**src/can_irq_pkg.sv**
```systemverilog
// Register map, field layout and reset values of the CAN interrupt router.
package can_irq_pkg;
	localparam int FLAG_COUNT = 30;
	localparam logic [7:0] FLAG_OFFSET = 8'h50;
	localparam logic [7:0] ENABLE_MASK_OFFSET = 8'h54;
	localparam logic [7:0] LINE_ROUTING_OFFSET = 8'h58;
	localparam logic [7:0] LINE_ENABLE_OFFSET = 8'h5c;
	localparam logic [7:0] EVENT_STATUS_OFFSET = 8'h60;
	localparam logic [7:0] EVENT_CLEAR_OFFSET = 8'h64;
	localparam logic [7:0] EVENT_ENABLE_OFFSET = 8'h68;
	localparam logic [31:0] ENABLE_MASK_RESET = 32'h00000000;
	localparam logic [31:0] LINE_ROUTING_RESET = 32'h00000000;
	localparam logic [1:0] LINE_ENABLE_RESET = 2'h0;
	localparam logic [29:0] FLAG_RESET = 30'h00000000;
	localparam logic [1:0] EVENT_RESET = 2'h0;
	localparam int LINE_COUNT = 2;
	localparam int RESERVED_ACCESS_BIT = 29;
	localparam int EVENT_DROP_BIT = 0;
	localparam int EVENT_RESERVED_BIT = 1;
endpackage

```
**src/flag_cell.sv**
```systemverilog
// One edge-sensitive status flag with write-one-to-clear.
`timescale 1ns/100ps
module flag_cell (
	input wire logic ref_clk, // Register clock.
	input wire logic srst, // Synchronous reset, active high.
	input wire logic cond, // Condition level, same clock domain.
	input wire logic clr, // Software write of one to this bit.
	output logic flag // Sticky flag.
);
	logic cond_reg;

	always_ff @(posedge ref_clk) begin
		if (srst) begin
			cond_reg <= 1'b0;
		end else begin
			cond_reg <= cond;
		end
	end

	// A rising edge in the same cycle as the clear keeps the flag set.
	always_ff @(posedge ref_clk) begin
		if (srst) begin
			flag <= 1'b0;
		end else if (cond && !cond_reg) begin
			flag <= 1'b1;
		end else if (clr) begin
			flag <= 1'b0;
		end
	end
endmodule

```
**src/can_interrupt_enable_routing.sv**
```systemverilog
// Flag register, per-flag enable and line routing of the CAN interrupts.
//
// Notes on behaviour
// - Flag reaches a line only when enabled.
// - Enable bit zero blocks, one passes; reset zero.
// - Bits 29..24 gate reserved access through warning.
// - Bits 23..16 gate passive through timestamp wrap.
// - Bits 15..8 gate transmit event and transmit flags.
// - Bits 7..0 gate receive FIFO 1 then 0.
// - Line routing register selects line per flag.
// - Routing zero gives line 0, one line 1.
// - Routing bits share flag positions; 31:30 unused.
// - Flags set on edge, cleared by writing one.
// - Each line has its own master enable.
//
// Design decision made here: the address-and-strobe port.
`timescale 1ns/100ps
module can_interrupt_enable_routing #(
	parameter int ADDR_W = 8
) (
	input wire logic ref_clk, // Register clock, 20 MHz.
	input wire logic srst, // Synchronous reset, active high.
	input wire logic [29:0] flag_cond, // Flag condition levels.
	input wire logic [ADDR_W-1:0] reg_addr, // Register byte address.
	input wire logic [31:0] reg_wdata, // Write data.
	input wire logic reg_wr, // Write strobe.
	input wire logic reg_rd, // Read strobe.
	output logic [31:0] reg_rdata, // Read data, cycle after strobe.
	output logic [1:0] irq_line, // Module interrupt lines.
	output logic event_irq // Block-event interrupt level.
);
	// ----------------------------------------------------------------
	// Register state
	// ----------------------------------------------------------------
	logic [29:0] flag_q;
	logic [29:0] flag_clr;
	logic [31:0] enable_mask_reg;
	logic [31:0] line_routing_reg;
	logic [1:0] line_enable_reg;
	logic [1:0] event_status_reg;
	logic [1:0] event_enable_reg;
	logic [29:0] gated;
	logic [1:0] irq_next;
	logic [1:0] event_set;
	logic addr_known;

	assign flag_clr = (reg_wr && reg_addr == ADDR_W'(can_irq_pkg::FLAG_OFFSET))
		? reg_wdata[29:0] : 30'h00000000;

	genvar i;
	generate
		for (i = 0; i < can_irq_pkg::FLAG_COUNT; i++) begin : g_flag
			flag_cell u_cell (
				.ref_clk(ref_clk),
				.srst(srst),
				.cond(flag_cond[i]),
				.clr(flag_clr[i]),
				.flag(flag_q[i])
			);
		end
	endgenerate

	always_ff @(posedge ref_clk) begin
		if (srst) begin
			enable_mask_reg <= can_irq_pkg::ENABLE_MASK_RESET;
		end else if (reg_wr &&
			reg_addr == ADDR_W'(can_irq_pkg::ENABLE_MASK_OFFSET)) begin
			// Bits 31:30 have no flag behind them and stay zero.
			enable_mask_reg <= {2'h0, reg_wdata[29:0]};
		end
	end

	always_ff @(posedge ref_clk) begin
		if (srst) begin
			line_routing_reg <= can_irq_pkg::LINE_ROUTING_RESET;
		end else if (reg_wr &&
			reg_addr == ADDR_W'(can_irq_pkg::LINE_ROUTING_OFFSET)) begin
			line_routing_reg <= {2'h0, reg_wdata[29:0]};
		end
	end

	always_ff @(posedge ref_clk) begin
		if (srst) begin
			line_enable_reg <= can_irq_pkg::LINE_ENABLE_RESET;
		end else if (reg_wr &&
			reg_addr == ADDR_W'(can_irq_pkg::LINE_ENABLE_OFFSET)) begin
			line_enable_reg <= reg_wdata[1:0];
		end
	end

	// ----------------------------------------------------------------
	// Gating and routing
	// ----------------------------------------------------------------
	assign gated = flag_q & enable_mask_reg[29:0];

	always_comb begin
		irq_next[0] = line_enable_reg[0] &&
			|(gated & ~line_routing_reg[29:0]);
		irq_next[1] = line_enable_reg[1] &&
			|(gated & line_routing_reg[29:0]);
	end

	always_ff @(posedge ref_clk) begin
		if (srst) begin
			irq_line <= 2'h0;
		end else begin
			irq_line <= irq_next;
		end
	end

	// ----------------------------------------------------------------
	// Block events: unmapped access and an ignored write to flags.
	// ----------------------------------------------------------------
	always_comb begin
		addr_known = reg_addr == ADDR_W'(can_irq_pkg::FLAG_OFFSET) ||
			reg_addr == ADDR_W'(can_irq_pkg::ENABLE_MASK_OFFSET) ||
			reg_addr == ADDR_W'(can_irq_pkg::LINE_ROUTING_OFFSET) ||
			reg_addr == ADDR_W'(can_irq_pkg::LINE_ENABLE_OFFSET) ||
			reg_addr == ADDR_W'(can_irq_pkg::EVENT_STATUS_OFFSET) ||
			reg_addr == ADDR_W'(can_irq_pkg::EVENT_CLEAR_OFFSET) ||
			reg_addr == ADDR_W'(can_irq_pkg::EVENT_ENABLE_OFFSET);
		event_set = 2'h0;
		event_set[can_irq_pkg::EVENT_RESERVED_BIT] =
			(reg_wr || reg_rd) && !addr_known;
		event_set[can_irq_pkg::EVENT_DROP_BIT] = flag_clr == 30'h00000000 &&
			reg_wr && reg_addr == ADDR_W'(can_irq_pkg::FLAG_OFFSET);
	end

	// Set wins over a clear in the same cycle.
	always_ff @(posedge ref_clk) begin
		if (srst) begin
			event_status_reg <= can_irq_pkg::EVENT_RESET;
		end else if (reg_wr &&
			reg_addr == ADDR_W'(can_irq_pkg::EVENT_CLEAR_OFFSET)) begin
			event_status_reg <= (event_status_reg & ~reg_wdata[1:0])
				| event_set;
		end else begin
			event_status_reg <= event_status_reg | event_set;
		end
	end

	always_ff @(posedge ref_clk) begin
		if (srst) begin
			event_enable_reg <= can_irq_pkg::EVENT_RESET;
		end else if (reg_wr &&
			reg_addr == ADDR_W'(can_irq_pkg::EVENT_ENABLE_OFFSET)) begin
			event_enable_reg <= reg_wdata[1:0];
		end
	end

	always_ff @(posedge ref_clk) begin
		if (srst) begin
			event_irq <= 1'b0;
		end else begin
			event_irq <= |(event_status_reg & event_enable_reg);
		end
	end

	// ----------------------------------------------------------------
	// Read port
	// ----------------------------------------------------------------
	always_ff @(posedge ref_clk) begin
		if (srst) begin
			reg_rdata <= 32'h00000000;
		end else if (!reg_rd) begin
			reg_rdata <= 32'h00000000;
		end else begin
			unique case (reg_addr)
				ADDR_W'(can_irq_pkg::FLAG_OFFSET):
					reg_rdata <= {2'h0, flag_q};
				ADDR_W'(can_irq_pkg::ENABLE_MASK_OFFSET):
					reg_rdata <= enable_mask_reg;
				ADDR_W'(can_irq_pkg::LINE_ROUTING_OFFSET):
					reg_rdata <= line_routing_reg;
				ADDR_W'(can_irq_pkg::LINE_ENABLE_OFFSET):
					reg_rdata <= {30'h00000000, line_enable_reg};
				ADDR_W'(can_irq_pkg::EVENT_STATUS_OFFSET):
					reg_rdata <= {30'h00000000, event_status_reg};
				ADDR_W'(can_irq_pkg::EVENT_ENABLE_OFFSET):
					reg_rdata <= {30'h00000000, event_enable_reg};
				default:
					reg_rdata <= 32'h00000000;
			endcase
		end
	end

	// Every flag cell gets the same set and hold checks.
	genvar j;
	generate
		for (j = 0; j < can_irq_pkg::FLAG_COUNT; j++) begin : g_flag_chk

		end
	endgenerate
endmodule

```
**config.mk**
```make
export PLATFORM = sky130hd
export DESIGN_NAME = can_interrupt_enable_routing
export DESIGN_NICKNAME = d
export VERILOG_FILES = /design/src/can_irq_pkg.sv /design/src/flag_cell.sv /design/src/can_interrupt_enable_routing.sv
export SDC_FILE = /design/constraint.sdc
export NUM_CORES = 1
export LEC_CHECK = 0
export CAP_MARGIN = 20
export CORE_ASPECT_RATIO = 0.6
export CORE_MARGIN = 5
export CORE_UTILIZATION = 60
export DETAILED_ROUTE_END_ITERATION = 6
export DONT_BUFFER_PORTS = 1
export PLACE_DENSITY = 0.76
export SYNTH_ARGS = -nofsm -noshare
export SYNTH_HDL_FRONTEND = slang
export SYNTH_SLANG_ARGS = --single-unit
```
**constraint.sdc**
```tcl
create_clock -name ref_clk -period 3.5 [get_ports ref_clk]
set_input_delay 1.05 -clock ref_clk [delete_from_list [all_inputs] [get_ports ref_clk]]
set_output_delay 1.05 -clock ref_clk [all_outputs]
set_load 0.02 [all_outputs]
```
==> results.yml, run 1 <==
clock_network:
  hold_buffers: 0
  tritoncts: "done"
  h-tree-depth: 4
  clk_path_buf_depth: 2
  clkTransAtPathRegs_ns: 0.06
  cts_setup_buffers: 0
  numClockSinks: 159
  numCtsBuffers: 17
  cts_resized: 0
  cts-root-buf: "clkbuf_16"
  clock_latency_ns: 0.43
route:
  dr_total_vias: 5651
  dr.pass1.iters: 5
  drt_drc_violations_left: 0
  ant_nets: 0
  drt_iter0_drc: 811
  routed_wl_um: 18200
  wl_per_cell_um: 20.1
  routed_via_density: 6.24
sta:
  clock_skew_ns: 0.00861
  rsz0062_at_grt: "no"
  max_slew.worst_pin.slew_ns: 0.610
  final.setup.tns_ns: 0
  hold_violations: 0
  fin_crit_sh: 0.733
  drv_slew: 0
  slew_headroom: 0.588
  period_needed_ns: 2.56
  setup_viol: 0
  fmax_mhz: 390
worst_setup_path:
  cp_cell_sequence: "or4b_1 > or4_1 > buf_4 > nand2_1 > a21oi_1"
  start_kind: "primary input"
  end_kind: "flop"
  path_max_fanout: 30
  rrSetupSlack_ns: 2.10
  reg2reg_to: "irq_line[0]"
  ff2ff_path_depth: 4
  slowest_delay_ns: 0.76
  r2r-start: "enable_mask_reg[7]"
  slowest_stage: "or4b_1"
  worstSetupPathType: "in2reg"
  crit_required_ns: 3.81
  critPathArrivalTime_ns: 2.88
final_layout:
  nets: 827
  multi_input_area_mm2: 0.00300
  nFillCells: 841
  drive_gt1_frac: 0.101
  regArea_mm2: 0.00318
  final_area_mm2: 0.00714
  antenna_cells: 0
  area_delta_synth_final_pct: 10.1
synth:
  ys_seq_area_frac: 0.491
  syn_area_mm2: 0.00648
  yosysTopAreaCellShare: 0.491
  netlist_instances: 769
  ys_ff_latch: 159
  netlist_top_cells_area: "dfxtp_1, nand2_1, a21oi_1, mux2_2, a22oi_1"
  synth_warnings: 0
  ys_types: 38
  yosysTopAreaCell: "dfxtp_1"
  syn_area_per_cell_um2: 8.43
worst_hold_path:
  min_path_type: "reg2reg"
  hp-start: "g_flag[20].u_cell.cond_reg"
  hold_depth: 2
  hold_path_end: "g_flag[20].u_cell.flag"
global_routing:
  antenna_found_initial: 0
  grt_pass1_wl_um: 28300
  grt-ovfl-total: 0
  grt_pass1_vias: 5340
  grt_max_degree: 132
  grt_util_all_layers: 0.278
pwr:
  p_leak_uw: 0.00251
  powerDensity_mw_per_mm2: 541
  peakVddDrop_mv: 0.370
placement:
  placed_area_mm2: 0.00654
  io_buffers: 0
  dp_hpwl_um: 11900
  gp_congestion: 0.882
floorplanning:
  start_util: 0.614
  die_w_um: 144
  core_mm2: 0.0106
  dieArea_mm2: 0.0131
  rows: 29
  die_h_um: 90.5
  pin_count: 109
run_status:
  status: "finished clean"
run:
  cap_violations: 0
critical path, delay by kind of cell:
family                 cells  cell delay [ns]
AOI/OAI and AO/OA          1             0.07
buffers and inverters      1             0.26
and+or+nand+nor            3             1.47
how the worst max path moves through the flow:
stage / slack (ns) / to / startpoint
2_1_floorplan: 0.81 / line_routing_reg[0] / reg_addr[1]
3_3_place_gp: 0.59 / line_routing_reg[9] / reg_addr[1]
3_5_place_dp: 0.54 / line_routing_reg[20] / reg_addr[1]
4_1_cts: 0.98 / line_routing_reg[19] / reg_addr[1]
5_1_grt: 0.90 / line_routing_reg[26] / reg_addr[1]
6_report: 0.94 / line_routing_reg[6] / reg_addr[1]
logic make-up (layout without fill, tap and decap cells):
group                  Yosys count  in the layout  share of synthesized area
and+or+nand+nor                324            324                      0.243
AOI/OAI and AO/OA              173            173                      0.152
DFF                            159            159                      0.491
buffers and inverters           77             73                     0.0502
muxes                           35             35                     0.0635
other                            1              2                   0.000578
cell usage after synthesis (all sizes together):
library cell  instances
nor3b                 1
o2bb2ai               1
buf                  16
or4b                  1
and2                  1
o22ai                 9
inv                  33
nand2               145
a21oi                92
nand4                12
nand3b                9
mux2i                 4
nand3                30
nor4                 17
nand2b               34
o31ai                 1
o21ai                33
mux2                 29
a21bo                 1
a211o                 1
mux4                  2
nor4b                 1
clkbuf               28
or4                   1
nor2b                32
conb                  1
a22oi                31
nor3                  3
o2111ai               3
dfxtp               159
a311oi                1
nor2                 37
power breakdown:
part           switching (µW)  internal (µW)
Combinational            47.7           63.7
Sequential               35.4           1860
Clock                     752           1110
per-layer routing:
layer,part of all wire,vias up,GRT usage
met5,0,-,0
met4,0.019,0,0.0932
met3,0.13,51,0.110
met2,0.44,361,0.406
met1,0.41,2642,0.375
li1,-,2597,-
metrics by stage:
stage | hold WS, ns | instances | utilization | total power, µW | worst slack (ns)
2_1_floorplan | 0.418 | 770 | - | 2040 | 0.806
3_3_place_gp | 0.455 | 873 | 0.619 | 2030 | 0.593
3_5_place_dp | 0.468 | 873 | 0.619 | 2040 | 0.542
4_1_cts | 0.477 | 905 | 0.676 | 3880 | 0.976
5_1_grt | 0.504 | 905 | 0.676 | 3990 | 0.896
6_report | 0.479 | 905 | 0.676 | 3860 | 0.935
placed cells by master, fill, tap and decap left out, types with 2 or more instances in the layout:
cell | synthesis | routed
nand2b_1 | 34 | 34
clkinvlp_4 | 0 | 3
nor2_1 | 37 | 37
mux2i_1 | 4 | 4
clkbuf_16 | 0 | 17
inv_6 | 0 | 2
buf_4 | 2 | 8
nand3_1 | 30 | 30
o21ai_0 | 32 | 32
nand4_1 | 12 | 12
dfxtp_1 | 159 | 159
a21oi_1 | 92 | 92
nor4_2 | 0 | 2
clkinv_2 | 0 | 3
a22oi_1 | 31 | 31
mux4_2 | 2 | 2
clkbuf_8 | 0 | 3
nor2b_1 | 32 | 32
nor3_1 | 2 | 2
bufinv_16 | 0 | 2
o22ai_1 | 9 | 9
nand2_1 | 145 | 145
conb_1 | 1 | 2
mux2_2 | 29 | 29
o2111ai_1 | 3 | 3
inv_1 | 33 | 33
nor4_1 | 16 | 14
clkinv_4 | 0 | 2
nand3b_1 | 9 | 9
cell type report:
| class | count | share of cell area |
|---|---|---|
| Sequential cell | 159 | 0.446 |
| Inverter | 33 | 0.0174 |
| Clock buffer | 20 | 0.0654 |
| Multi-Input combinational cell | 534 | 0.420 |
| Clock inverter | 12 | 0.0186 |
| Tap cell | 139 | 0.0244 |
| Timing Repair Buffer | 8 | 0.00842 |
(Power assumes the default switching activity.)
==> run 2: changes to the inputs <==
--- a/config.mk
+++ b/config.mk
@@ -8,10 +8,10 @@
 export CAP_MARGIN = 20
 export CORE_ASPECT_RATIO = 0.6
 export CORE_MARGIN = 5
-export CORE_UTILIZATION = 60
+export CORE_UTILIZATION = 57
 export DETAILED_ROUTE_END_ITERATION = 6
 export DONT_BUFFER_PORTS = 1
-export PLACE_DENSITY = 0.76
+export PLACE_DENSITY = 0.75
 export SYNTH_ARGS = -nofsm -noshare
 export SYNTH_HDL_FRONTEND = slang
 export SYNTH_SLANG_ARGS = --single-unit
==> constraint.sdc (replaced) <==
create_clock -name ref_clk -period 2.3 [get_ports ref_clk]
set_input_delay 0.69 -clock ref_clk [delete_from_list [all_inputs] [get_ports ref_clk]]
set_output_delay 0.69 -clock ref_clk [all_outputs]
set_load 0.02 [all_outputs]
==> run 2 against run 1 <==
  * The flow now finishes with violations (design-rule violations)
  * Register-to-register slack lost 1.2 ns
  * Via count is 1.4% lower
  * First-iteration DRC count decreased by 23%
  * Cell area grew 2.0%
  * Non-clock buffer count is 6 higher
  * Setup slack got worse by 0.65 ns
  * Critical path depth rose by 1
  * Wire length is 0.20% higher
  * Clock power grew 60%
  * Combinational power up 57%
  * Total power up 56%
  * Clock-buffer cell count rose by 1
  * Critical path type unchanged
  * Critical endpoint is now line_routing_reg[11]
  * Highest routed layer is now met5
==> results.yml, run 2 (synthesis results as in run 1) <==
pwr:
  powerDensity_mw_per_mm2: 828
  peakVddDrop_mv: 0.533
  p_leak_uw: 0.00258
worst_setup_path:
  end_kind: "flop"
  path_max_fanout: 15
  start_kind: "primary input"
  critPathArrivalTime_ns: 2.35
  crit_required_ns: 2.63
  slowest_stage: "or4b_1"
  cp_cell_sequence: "or4b_1 > buf_4 > nor4_2 > buf_4 > nand2_1 > a21oi_1"
  worstSetupPathType: "in2reg"
  crit_top_cell: "buf_4"
  slowest_delay_ns: 0.54
final_layout:
  nFillCells: 912
  final_cell_mix: "dfxtp_1, nand2_1, a21oi_1"
  drive_gt1_frac: 0.109
  regArea_mm2: 0.00318
  layout_commonest_cell: "dfxtp_1"
  antenna_cells: 0
  nets: 833
  area_delta_synth_final_pct: 12.2
  instances_no_fill: 916
  multi_input_area_mm2: 0.00300
sta:
  timing.hold.ws_ns: 0.351
  fmax_mhz: 496
  fin_crit_sh: 0.877
  drv_slew: 0
  rsz0062_at_grt: "no"
  hold_violations: 0
  period_needed_ns: 2.02
  setup_viol: 0
  clock_skew_ns: 0.00650
clock_network:
  clkTransAtPathRegs_ns: 0.06
  clk_path_buf_depth: 2
  cts-root-buf: "clkbuf_16"
  clock_latency_ns: 0.41
  hold_buffers: 0
  tritoncts: "done"
  numCtsBuffers: 17
  numClockSinks: 159
  cts_setup_buffers: 0
  cts_resized: 0
  h-tree-depth: 4
route:
  dr.pass1.iters: 7
  ant_nets: 0
  routed_via_density: 6.09
  drt_iter0_drc: 625
  routed_wl_um: 18200
  wl_per_cell_um: 19.9
  drt_drc_violations_left: 2
  dr_total_vias: 5574
floorplanning:
  start_util: 0.578
  die_h_um: 92.6
  core_mm2: 0.0112
  dieArea_mm2: 0.0137
  pin_count: 109
  die_w_um: 148
  rows: 30
run_status:
  violations: "design-rule violations"
  status: "finished, violations left"
placement:
  dp_hpwl_um: 12200
  io_buffers: 0
  placedCellCount: 884
  gp_congestion: 0.906
global_routing:
  use_met1: 0.361
  grt-ovfl-total: 0
  gr-usage-met2: 0.411
  antenna_found_initial: 1
  grt-busiest-layer: "met2"
  use_met3: 0.105
  grt_max_degree: 132
  grt_pass1_vias: 5387
  grt_util_all_layers: 0.269
  grt_pass1_wl_um: 28700
worst_hold_path:
  min_path_type: "in2reg"
run:
  cap_violations: 0
-- run 2: through the flow --
step           setup WS [ns]  instance area [µm²]  setup TNS (ns)  utilization  total power, µW
2_1_floorplan       -0.00366                 6510          -0.110            -             3110
3_5_place_dp         -0.0743                 6640           -1.35        0.592             3110
5_1_grt                0.240                 7280               0        0.648             6210
6_report               0.284                 7280               0        0.648             6020
3_3_place_gp          0.0171                 6640               0        0.592             3100
4_1_cts                0.302                 7280               0        0.648             6040
-- run 2: cell type report --
class                   count  area share
clock inverters            11      0.0211
repair buffers             14      0.0213
inverters                  33      0.0170
flip-flops and latches    159       0.437
multi-input cells         534       0.412
clock buffers              21      0.0660
well taps                 144      0.0248
-- run 2: routing by layer --
metal  vias up  routed length, µm
met1      2620               7430
li1       2605                  -
met4         2                243
met2       319               8060
met5         -                  7
met3        28               2450
-- run 2: report_power, final --
group | leakage (µW) | internal [µW] | switching (µW)
combinational | 0.000975 | 100 | 73.4
clock | 0.000312 | 1840 | 1140
sequential | 0.00130 | 2830 | 51.6
-- run 2: critical path, delay by kind of cell --
kind	cells	cell delay [ns]
simple gates	3	0.97
buf+inv	2	0.49
compound gates	1	0.18
-- run 2: path summary, 6_finish.rpt --
check,slack [ns],start,depth (start not counted),endpoint
hold reg to reg,0.48,line_routing_reg[15],2,line_routing_reg[15]
setup / recovery,0.28,reg_addr[1],6,line_routing_reg[11]
setup reg to reg,0.92,g_flag[10].u_cell.flag,4,irq_line[0]
hold / removal,0.35,srst,1,event_irq
